`src/fetch_front_defines.vh`:
```
// Constants shared by the flash fetch front end.
`ifndef FETCH_FRONT_DEFINES_VH
`define FETCH_FRONT_DEFINES_VH

// Queue and store geometry
`define QUEUE_DEPTH 4
`define QUEUE_PTR_W 2
`define QUEUE_CNT_W 3
`define QUEUE_FULL 3'h4
`define BT_ENTRIES 4
`define BT_IDX_W 2
`define BT_WORDS 4
`define BT_TAG_W 30
`define BT_TAGS_W 120
`define BT_AGE_OLDEST 2'h3

// Word addressing on the 32-bit burst interface
`define WORD_W 32
`define WORD_STEP 32'h00000004
`define BT_SPAN 32'h00000010
`define TAG_HI 31
`define TAG_LO 2

// Flash transaction kinds
`define KIND_W 2
`define KIND_PREFETCH 2'h0
`define KIND_LITERAL 2'h1
`define KIND_VECTOR 2'h2

`endif

```
`src/branch_target_lookup.v`:
```
// Parallel tag compare over all general entries of the branch target store.
`timescale 1ns/1ps
`default_nettype none
`include "fetch_front_defines.vh"

module branch_target_lookup (
   input wire [`BT_TAGS_W-1:0] tags,
   input wire [`BT_ENTRIES-1:0] valid,
   input wire [`BT_TAG_W-1:0] lookup_tag,
   output reg hit,
   output reg [`BT_IDX_W-1:0] hit_idx
);
   integer i;

   // =========================================================
   // Compare every entry at once
   // =========================================================
   always @* begin
      hit = 1'b0;
      hit_idx = {`BT_IDX_W{1'b0}};
      for (i = 0; i < `BT_ENTRIES; i = i + 1) begin
         if (valid[i] &&
             tags[i*`BT_TAG_W +: `BT_TAG_W] == lookup_tag) begin
            hit = 1'b1;
            hit_idx = i[`BT_IDX_W-1:0];
         end
      end
   end
endmodule // branch_target_lookup

`default_nettype wire

```
`src/flash_fetch_front.v`:
```
// Lookahead fetch queue with branch target store on the core fetch path.
`timescale 1ns/1ps
`default_nettype none
`include "fetch_front_defines.vh"

// Summary of operation
// - A four-word lookahead queue and a four-entry branch target store sit between the core and the flash.
// - The queue keeps fetching ahead into free slots whenever the flash port is idle, except in a redirect cycle or while a literal read is starting or pending.
// - Each queue fetch reads one 32-bit word and fetches may run back to back.
// - A non-sequential fetch flushes and reloads the queue after a store lookup, stalling the core on a miss.
// - Each general entry keeps a taken branch address and the first four words found there.
// - The lookup compares the address against all four entries at once and hits on a match with any valid entry.
// - On a hit the stored words go to the core while the queue restarts past them.
// - A fifth entry holds the vector read instruction so that fetching it does not stall.
// - Literal reads go to the flash without flushing the queue.
// - Words move over a dedicated 32-bit request and acknowledge flash interface.
module flash_fetch_front (
   input wire clk,
   input wire rst_n,
   input wire ce,
   input wire core_req,
   input wire [`WORD_W-1:0] core_addr,
   input wire core_data,
   input wire core_vec,
   output reg core_ack_reg,
   output reg [`WORD_W-1:0] core_rdata_reg,
   output reg flash_req_reg,
   output reg [`WORD_W-1:0] flash_addr_reg,
   input wire flash_ack,
   input wire [`WORD_W-1:0] flash_rdata
);
   // =========================================================
   // Storage
   // =========================================================
   reg [`WORD_W-1:0] queue_mem [0:`QUEUE_DEPTH-1];
   reg [`QUEUE_PTR_W-1:0] rd_ptr_reg;
   reg [`QUEUE_PTR_W-1:0] wr_ptr_reg;
   reg [`QUEUE_CNT_W-1:0] count_reg;
   reg [`WORD_W-1:0] head_addr_reg;
   reg [`WORD_W-1:0] fetch_addr_reg;
   reg epoch_reg;
   reg flash_epoch_reg;
   reg [`KIND_W-1:0] flash_kind_reg;

   reg [`WORD_W-1:0] bt_data [0:`BT_ENTRIES*`BT_WORDS-1];
   reg [`BT_TAG_W-1:0] bt_tag [0:`BT_ENTRIES-1];
   reg [1:0] bt_age [0:`BT_ENTRIES-1];
   reg [`BT_ENTRIES-1:0] bt_valid_reg;
   reg bt_active_reg;
   reg [`BT_IDX_W-1:0] bt_idx_reg;
   reg [1:0] bt_pos_reg;
   reg [`WORD_W-1:0] stream_addr_reg;
   reg fill_active_reg;
   reg [`BT_IDX_W-1:0] fill_idx_reg;
   reg [1:0] fill_cnt_reg;

   reg vec_valid_reg;
   reg [`BT_TAG_W-1:0] vec_tag_reg;
   reg [`WORD_W-1:0] vec_word_reg;

   reg lit_pend_reg;
   reg lit_wait_reg;
   reg [`WORD_W-1:0] lit_addr_reg;
   reg lit_vec_reg;

   // =========================================================
   // Request decode
   // =========================================================
   wire [`BT_TAGS_W-1:0] tags_flat;
   wire lk_hit;
   wire [`BT_IDX_W-1:0] lk_idx;
   wire [`BT_TAG_W-1:0] req_tag = core_addr[`TAG_HI:`TAG_LO];
   wire take = core_req && !core_ack_reg && !lit_wait_reg;
   wire is_inst = take && !core_data && !core_vec;
   wire seq_bt = is_inst && bt_active_reg && core_addr == stream_addr_reg;
   wire seq_q = is_inst && !bt_active_reg && core_addr == head_addr_reg;
   wire pop = seq_q && count_reg != {`QUEUE_CNT_W{1'b0}};
   wire redirect = is_inst && !seq_bt && !seq_q;
   wire bt_hit = redirect && lk_hit;
   wire vec_hit = take && core_vec && !core_data && vec_valid_reg &&
                  vec_tag_reg == req_tag;
   wire lit_start = take && (core_data || (core_vec && !vec_hit));
   wire fl_done = flash_req_reg && flash_ack;
   wire push = fl_done && flash_kind_reg == `KIND_PREFETCH &&
               flash_epoch_reg == epoch_reg;
   wire lit_done = fl_done && flash_kind_reg != `KIND_PREFETCH;
   wire port_free = !flash_req_reg || flash_ack;
   wire [`BT_IDX_W-1:0] victim;

   genvar g;
   generate
      for (g = 0; g < `BT_ENTRIES; g = g + 1) begin : g_tags
         assign tags_flat[g*`BT_TAG_W +: `BT_TAG_W] = bt_tag[g];
      end
   endgenerate

   branch_target_lookup u_lookup (
      .tags(tags_flat),
      .valid(bt_valid_reg),
      .lookup_tag(req_tag),
      .hit(lk_hit),
      .hit_idx(lk_idx)
   );

   // Invalid entries are taken first, else the oldest one
   function [`BT_IDX_W-1:0] pick_victim;
      input [`BT_ENTRIES-1:0] valid;
      input [7:0] ages;
      integer k;
      reg found;
      begin
         found = 1'b0;
         pick_victim = {`BT_IDX_W{1'b0}};
         for (k = `BT_ENTRIES-1; k >= 0; k = k - 1) begin
            if (ages[k*2 +: 2] == `BT_AGE_OLDEST && !found)
               pick_victim = k[`BT_IDX_W-1:0];
         end
         for (k = `BT_ENTRIES-1; k >= 0; k = k - 1) begin
            if (!valid[k]) begin
               pick_victim = k[`BT_IDX_W-1:0];
               found = 1'b1;
            end
         end
      end
   endfunction

   assign victim = pick_victim(bt_valid_reg,
      {bt_age[3], bt_age[2], bt_age[1], bt_age[0]});

   wire touch = bt_hit || (redirect && !lk_hit);
   wire [`BT_IDX_W-1:0] touch_idx = bt_hit ? lk_idx : victim;

   // =========================================================
   // Data arrays, no reset needed
   // =========================================================
   always @(posedge clk) begin
      if (ce) begin
         if (push) begin
            queue_mem[wr_ptr_reg] <= flash_rdata;
            if (fill_active_reg && !redirect)
               bt_data[{fill_idx_reg, fill_cnt_reg}] <= flash_rdata;
         end
         if (redirect && !lk_hit)
            bt_tag[victim] <= req_tag;
      end
   end

   // =========================================================
   // Control
   // =========================================================
   integer i;
   always @(posedge clk or negedge rst_n) begin
      if (!rst_n) begin
         core_ack_reg <= 1'b0;
         core_rdata_reg <= {`WORD_W{1'b0}};
         flash_req_reg <= 1'b0;
         flash_addr_reg <= {`WORD_W{1'b0}};
         flash_kind_reg <= `KIND_PREFETCH;
         flash_epoch_reg <= 1'b0;
         rd_ptr_reg <= {`QUEUE_PTR_W{1'b0}};
         wr_ptr_reg <= {`QUEUE_PTR_W{1'b0}};
         count_reg <= {`QUEUE_CNT_W{1'b0}};
         head_addr_reg <= {`WORD_W{1'b0}};
         fetch_addr_reg <= {`WORD_W{1'b0}};
         epoch_reg <= 1'b0;
         bt_valid_reg <= {`BT_ENTRIES{1'b0}};
         bt_active_reg <= 1'b0;
         bt_idx_reg <= {`BT_IDX_W{1'b0}};
         bt_pos_reg <= 2'h0;
         stream_addr_reg <= {`WORD_W{1'b0}};
         fill_active_reg <= 1'b0;
         fill_idx_reg <= {`BT_IDX_W{1'b0}};
         fill_cnt_reg <= 2'h0;
         vec_valid_reg <= 1'b0;
         vec_tag_reg <= {`BT_TAG_W{1'b0}};
         vec_word_reg <= {`WORD_W{1'b0}};
         lit_pend_reg <= 1'b0;
         lit_wait_reg <= 1'b0;
         lit_addr_reg <= {`WORD_W{1'b0}};
         lit_vec_reg <= 1'b0;
         for (i = 0; i < `BT_ENTRIES; i = i + 1)
            bt_age[i] <= i[1:0];
      end else if (ce) begin
         core_ack_reg <= 1'b0;
         // Core side
         if (pop) begin
            core_ack_reg <= 1'b1;
            core_rdata_reg <= queue_mem[rd_ptr_reg];
            rd_ptr_reg <= rd_ptr_reg + 1'b1;
            head_addr_reg <= head_addr_reg + `WORD_STEP;
         end
         if (seq_bt) begin
            core_ack_reg <= 1'b1;
            core_rdata_reg <= bt_data[{bt_idx_reg, bt_pos_reg}];
            bt_pos_reg <= bt_pos_reg + 1'b1;
            stream_addr_reg <= stream_addr_reg + `WORD_STEP;
            if (bt_pos_reg == 2'h3)
               bt_active_reg <= 1'b0;
         end
         if (vec_hit) begin
            core_ack_reg <= 1'b1;
            core_rdata_reg <= vec_word_reg;
         end
         if (lit_start) begin
            lit_pend_reg <= 1'b1;
            lit_wait_reg <= 1'b1;
            lit_addr_reg <= core_addr;
            lit_vec_reg <= core_vec && !core_data;
         end
         if (lit_done) begin
            core_ack_reg <= 1'b1;
            core_rdata_reg <= flash_rdata;
            lit_wait_reg <= 1'b0;
            if (flash_kind_reg == `KIND_VECTOR) begin
               vec_valid_reg <= 1'b1;
               vec_tag_reg <= flash_addr_reg[`TAG_HI:`TAG_LO];
               vec_word_reg <= flash_rdata;
            end
         end
         // Queue fill and branch capture
         if (push) begin
            wr_ptr_reg <= wr_ptr_reg + 1'b1;
            fetch_addr_reg <= fetch_addr_reg + `WORD_STEP;
            if (fill_active_reg && !redirect) begin
               fill_cnt_reg <= fill_cnt_reg + 1'b1;
               if (fill_cnt_reg == 2'h3) begin
                  fill_active_reg <= 1'b0;
                  bt_valid_reg[fill_idx_reg] <= 1'b1;
               end
            end
         end
         if (push && !pop)
            count_reg <= count_reg + 1'b1;
         else if (pop && !push)
            count_reg <= count_reg - 1'b1;
         // Redirect: flush, then either stream the entry or reload
         if (redirect) begin
            epoch_reg <= !epoch_reg;
            count_reg <= {`QUEUE_CNT_W{1'b0}};
            rd_ptr_reg <= {`QUEUE_PTR_W{1'b0}};
            wr_ptr_reg <= {`QUEUE_PTR_W{1'b0}};
            if (lk_hit) begin
               core_ack_reg <= 1'b1;
               core_rdata_reg <= bt_data[{lk_idx, 2'h0}];
               bt_active_reg <= 1'b1;
               bt_idx_reg <= lk_idx;
               bt_pos_reg <= 2'h1;
               stream_addr_reg <= core_addr + `WORD_STEP;
               head_addr_reg <= core_addr + `BT_SPAN;
               fetch_addr_reg <= core_addr + `BT_SPAN;
               fill_active_reg <= 1'b0;
            end else begin
               bt_active_reg <= 1'b0;
               head_addr_reg <= core_addr;
               fetch_addr_reg <= core_addr;
               fill_active_reg <= 1'b1;
               fill_idx_reg <= victim;
               fill_cnt_reg <= 2'h0;
               bt_valid_reg[victim] <= 1'b0;
            end
         end
         if (touch) begin
            for (i = 0; i < `BT_ENTRIES; i = i + 1) begin
               if (i[`BT_IDX_W-1:0] == touch_idx)
                  bt_age[i] <= 2'h0;
               else if (bt_age[i] < bt_age[touch_idx])
                  bt_age[i] <= bt_age[i] + 1'b1;
            end
         end
         // Flash port; literals win, prefetch is held off in the redirect cycle and behind any stale request still in flight
         if (port_free) begin
            flash_req_reg <= 1'b0;
            if (lit_pend_reg) begin
               flash_req_reg <= 1'b1;
               flash_addr_reg <= lit_addr_reg;
               flash_kind_reg <= lit_vec_reg ? `KIND_VECTOR : `KIND_LITERAL;
               lit_pend_reg <= 1'b0;
            end else if (!lit_start && !redirect &&
                         count_reg + {2'h0, push} < `QUEUE_FULL) begin
               flash_req_reg <= 1'b1;
               flash_addr_reg <= push ? fetch_addr_reg + `WORD_STEP :
                                        fetch_addr_reg;
               flash_kind_reg <= `KIND_PREFETCH;
               flash_epoch_reg <= epoch_reg;
            end
         end
      end
   end
endmodule // flash_fetch_front

`default_nettype wire

```
`config.mk`:
```
export PLATFORM = sky130hd
export DESIGN_NAME = flash_fetch_front
export DESIGN_NICKNAME = d
export VERILOG_FILES = /design/src/branch_target_lookup.v /design/src/flash_fetch_front.v
export VERILOG_INCLUDE_DIRS = /design/src
export SDC_FILE = /design/constraint.sdc
export NUM_CORES = 2
export LEC_CHECK = 0
export BUFFER_PORTS_ARGS = -buffer_cell sky130_fd_sc_hd__buf_2
export CORE_ASPECT_RATIO = 2
export CORE_UTILIZATION = 35
export DETAILED_ROUTE_END_ITERATION = 10
export HOLD_SLACK_MARGIN = 0.1
export SETUP_SLACK_MARGIN = 0.02
export SLEW_MARGIN = 20
export SYNTH_ARGS = -nofsm -noshare
export SYNTH_HDL_FRONTEND = slang
export SYNTH_SLANG_ARGS = --single-unit
```
`constraint.sdc`:
```
create_clock -name clk -period 7.7 [get_ports clk]
set_input_delay 0.77 -clock clk [delete_from_list [all_inputs] [get_ports clk]]
set_output_delay 0.77 -clock clk [all_outputs]
set_load 0.02 [all_outputs]
```
==> reports/summary.md <==
### Timing
- 62.4% — part of the cycle the worst path needs
- 28.4 ps — clock tree skew after final layout
- 0 — total setup violations reported at the end of the flow
- 0.208 GHz — top achievable clock speed
- 0 — fin. max-slew vios
- 0 — final-report hold violation count
- 4810 ps — clock period minus final worst setup slack
- 25.3% — normalized max-slew margin
- 1120 ps — slew at the pin closest to its max-slew limit
- false — RSZ-0062 raised after global routing
- 2890 ps — PnR worst setup slack
- 0 ps — final-layout setup total negative slack

### Drt
- 6 — iteration count of the initial detailed-routing pass
- 0 — post-detailed-route DRC marker count
- 156000 µm — total routed wirelength
- 31.1k — vias after detailed routing
- 28.7 µm — final routed wire length divided by cell count
- 0 — number of nets with antenna violations after detailed routing
- 5.71 — number of vias per cell after detailed routing
- 2783 — first-iteration detailed-routing DRC count

### Finish
- bt_data — Top reg by flops
- bt_data (512), queue_mem (128), bt_tag (120) — largest registers
- 19.7% — layout cells sized above 1
- 5437 — Post-Layout Cell Count
- 512 — flip-flop count of the largest register, all copies and words added
- 12.7% — signed area change from the synthesized netlist to the final layout
- 3696 — layout net count

### Power
- 18.8 nW — leakage power
- 49.0% — proportion of power drawn by flip-flops and latches
- 4.34 mW — switching power
- 29.3% — fraction of power spent switching nets
- 273 nW/µm² — Pwr per Cell Area
- 10.5 mW — internal power of the cells
- 35.3% — clock network fraction of design power
- 15.7% — share of power burned in combinational logic
- 0.000163 V — Max VDD drop

### Synthesis
- 3533 — number of cells produced by synthesis
- 0.510% — share of synthesized cell area in full adder, half adder and majority cells
- 0 — Yosys warning count
- sky130_fd_sc_hd__edfxtp_1 (47%), sky130_fd_sc_hd__dfrtp_1 (15%), sky130_fd_sc_hd__mux4_2 (9.0%) — cells taking the most area after synthesis
- 760 — number of flops mapped to enable cells by yosys
- 1053 — count of state elements after synthesis
- 9.19% — Post-Synth Simple-Gate Area
- 79 — number of library cell types mapped by synthesis
- sky130_fd_sc_hd__edfxtp_1 — leading area contributor after synthesis
- 27.8% — asr flop ratio synth
- 47.5% — Yosys top cell area share
- 48100 µm² — mapped cell area
- 12.5% — multiplexer share of the synthesized area
- 62.7% — sequential fraction of the synthesis area
- multiplexers — largest family of logic cells by synthesized area
- 13.6 µm² — synthesized area divided by synthesized cell count
- 3623 — post-synthesis net count
- 5.59% — post-synthesis share of cell area spent on xor and xnor gates
- sky130_fd_sc_hd__edfxtp_1 — primary flip-flop cell chosen by synthesis mapping
- 7.18% — compound-cell area share of the yosys netlist

### Global routing
- 14 — initial antenna violation count
- 32.2k — vias in the first global route
- 145 — largest net degree at the start of global routing
- 22.5% — GRT Resource Usage Total
- 0 — gr ovfl total
- 225000 µm — global-route wire length before repair

### Clock tree
- 97 — TritonCTS buffer count
- 3 — deepest clock path buffer count
- 0 — post-CTS setup buffers
- 0 — post-cts hold buffer count
- sky130_fd_sc_hd__clkbuf_16 — buffer cell driving the clock tree root
- 0 — number of gates given a new drive strength after cts
- 60 ps — clk slew on worst S/H paths
- done — TritonCTS clock tree
- 3 — CTS H-tree depth
- 740 ps — Skew-Pair Late Insertion Delay
- 1053 — clock sink total

### Floorplanning
- 139000 µm² — Total Die Area
- 526 µm — vertical extent of the die
- 136000 µm² — placeable core area
- 264 µm — Die Width
- 35.2% — starting utilization of the core area
- 137 — number of ports placed on the die boundary
- 192 — row count

### Worst setup path
- buf_2, xnor2_1, nand4_1, nor4_1, and2_2, buf_4, nor4b_2, nand2_1, nor2_2, buf_4 — cells along the critical path
- sky130_fd_sc_hd__buf_4 — cell seen most often among critical-path stages
- simple AND/OR/NAND/NOR gates — crit-path leading delay family
- 3 — Buf+Inv Stages, Crit Path
- flop — critical path endpoint category
- 1030 ps — Slowest Stage Delay on Critical Path
- 8110 ps — Required @ worst endpoint
- 36 — maximum fanout along the worst path
- 5220 ps — Arr. time, crit path
- primary input — startpoint types
- sky130_fd_sc_hd__nor4b_2 — cell with the largest stage delay on the worst path
- in2reg — type of the setup path with the least slack

### Job
- 0 — maxcap violations

### Placement
- 5251 — instance count after placement with tap cells included
- 100000 µm — DPL Wire Length
- 0.968 — RePlAce Congestion
- 136 — Buffers on Ports
- 2160 ps — pre-CTS WS

### Outcome
- finished clean — result of the run

### Min path
- in2async — class of the tightest hold or removal check

-- per-layer routing --
metal / global-route usage (%) / routed length (µm) / share of wire (%) / up-vias
li1: - / - / - / 13500
met1: 23.7 / 53600 / 34 / 15900
met2: 40.9 / 82700 / 53 / 1229
met3: 3.71 / 8420 / 5.4 / 443
met4: 14.8 / 11200 / 7.2 / 6
met5: 0 / 41 / 0.026 / -
-- through the flow --
stage / cell area, µm² / power, mW / util (%) / hold WS [ps]
floorplan: 48100 / 8.62 / - / 440
global placement: 50700 / 9.66 / 37.2 / 454
detailed placement: 50700 / 9.69 / 37.2 / 458
CTS: 54200 / 14.9 / 39.7 / 141
global route: 54200 / 15.4 / 39.7 / 176
finish: 54200 / 14.8 / 39.7 / 133
-- worst register-to-register path: stages (launching register included) --
cell and delay, ps:
sky130_fd_sc_hd__dfrtp_1 440, sky130_fd_sc_hd__or3b_1 500, sky130_fd_sc_hd__nor3_2 510, sky130_fd_sc_hd__nand3_2 140, sky130_fd_sc_hd__buf_4 370, sky130_fd_sc_hd__nor2_1 840, sky130_fd_sc_hd__nand2_1 490, sky130_fd_sc_hd__nor2_2 770
sky130_fd_sc_hd__buf_4 390
-- cell usage in the layout (no fill, tap or decap), types with 11 or more instances in the layout --
cell type and instances:
sky130_fd_sc_hd__a211oi_1 36, sky130_fd_sc_hd__a21oi_1 254, sky130_fd_sc_hd__a31oi_1 18, sky130_fd_sc_hd__and3_1 29, sky130_fd_sc_hd__and4_1 13, sky130_fd_sc_hd__buf_2 134
sky130_fd_sc_hd__buf_4 69, sky130_fd_sc_hd__bufinv_16 16, sky130_fd_sc_hd__clkbuf_1 12, sky130_fd_sc_hd__clkbuf_16 97, sky130_fd_sc_hd__clkinv_1 15, sky130_fd_sc_hd__clkinv_2 21
sky130_fd_sc_hd__dfrtp_1 283, sky130_fd_sc_hd__edfxtp_1 760, sky130_fd_sc_hd__ha_1 18, sky130_fd_sc_hd__inv_1 36, sky130_fd_sc_hd__mux2_2 97, sky130_fd_sc_hd__mux2i_1 56
sky130_fd_sc_hd__mux4_2 192, sky130_fd_sc_hd__nand2_1 326, sky130_fd_sc_hd__nand2b_1 11, sky130_fd_sc_hd__nand3_1 99, sky130_fd_sc_hd__nand4_1 90, sky130_fd_sc_hd__nor2_1 191
sky130_fd_sc_hd__nor2_4 13, sky130_fd_sc_hd__nor3_1 27, sky130_fd_sc_hd__nor4_1 47, sky130_fd_sc_hd__o21ai_0 213, sky130_fd_sc_hd__o22ai_1 17, sky130_fd_sc_hd__xnor2_1 191
sky130_fd_sc_hd__xor2_1 116
-- cell type report --
class,instances,area [µm²]
timing repair buffer,207,1250
fill,12700,82300
clock inverter,68,895
antenna,1,2.50
tap,1746,2180
sequential,1053,30200
clock buffer,115,2550
multi-input combinational,2210,17000
inverter,37,139
-- logic make-up (layout without fill, tap and decap cells) --
family,after synthesis,in the layout
fa+ha+maj,19,19
other cells,0,1
flops,1053,1053
mux,346,346
compound gates,614,614
simple gates,924,924
xor+xnor,307,307
buf+inv,270,427
-- Yosys cell counts (4+ instances only) --
library cell	count
sky130_fd_sc_hd__a211oi_1	36
sky130_fd_sc_hd__a21o_1	4
sky130_fd_sc_hd__a21oi_1	254
sky130_fd_sc_hd__a22o_1	8
sky130_fd_sc_hd__a22oi_1	4
sky130_fd_sc_hd__a31oi_1	18
sky130_fd_sc_hd__and2_1	12
sky130_fd_sc_hd__and3_1	33
sky130_fd_sc_hd__and4_1	13
sky130_fd_sc_hd__buf_1	30
sky130_fd_sc_hd__buf_2	49
sky130_fd_sc_hd__buf_4	7
sky130_fd_sc_hd__clkbuf_1	144
sky130_fd_sc_hd__dfrtp_1	289
sky130_fd_sc_hd__dfstp_2	4
sky130_fd_sc_hd__edfxtp_1	760
sky130_fd_sc_hd__ha_1	18
sky130_fd_sc_hd__inv_1	36
sky130_fd_sc_hd__mux2_2	97
sky130_fd_sc_hd__mux2i_1	56
sky130_fd_sc_hd__mux4_2	192
sky130_fd_sc_hd__nand2_1	330
sky130_fd_sc_hd__nand2b_1	11
sky130_fd_sc_hd__nand3_1	100
sky130_fd_sc_hd__nand4_1	90
sky130_fd_sc_hd__nor2_1	207
sky130_fd_sc_hd__nor3_1	33
sky130_fd_sc_hd__nor4_1	49
sky130_fd_sc_hd__o211ai_1	7
sky130_fd_sc_hd__o21a_1	5
sky130_fd_sc_hd__o21ai_0	215
sky130_fd_sc_hd__o21ai_1	8
sky130_fd_sc_hd__o22a_1	6
sky130_fd_sc_hd__o22ai_1	17
sky130_fd_sc_hd__o31ai_1	10
sky130_fd_sc_hd__or2_2	5
sky130_fd_sc_hd__or3_1	6
sky130_fd_sc_hd__xnor2_1	191
sky130_fd_sc_hd__xor2_1	116
-- power groups by stage --
| stage | Clock [mW] | Combinational [mW] | Sequential [mW] |
|---|---|---|---|
| 5_1_grt | 5.51 | 2.56 | 7.30 |
| 3_5_place_dp | 0 | 2.33 | 7.36 |
| 6_report | 5.23 | 2.32 | 7.25 |
| 2_1_floorplan | 0 | 1.33 | 7.28 |
| 3_3_place_gp | 0 | 2.32 | 7.34 |
| 4_1_cts | 5.32 | 2.34 | 7.24 |
-- worst paths after layout --
path,start,to,slack [ps],depth (start not counted)
min in group clk,core_addr[19],bt_tag[0][17],300,1
max in group asynchronous,rst_n,bt_pos_reg[0],6060,2
worst min-delay path,rst_n,flash_addr_reg[26],130,1
worst max register to register,core_ack_reg,bt_tag[1][20],2930,8
worst max-delay path,core_addr[11],bt_tag[1][20],2890,10
worst min register to register,fetch_addr_reg[1],fetch_addr_reg[1],480,2
Power figures use the tool's default switching activity.
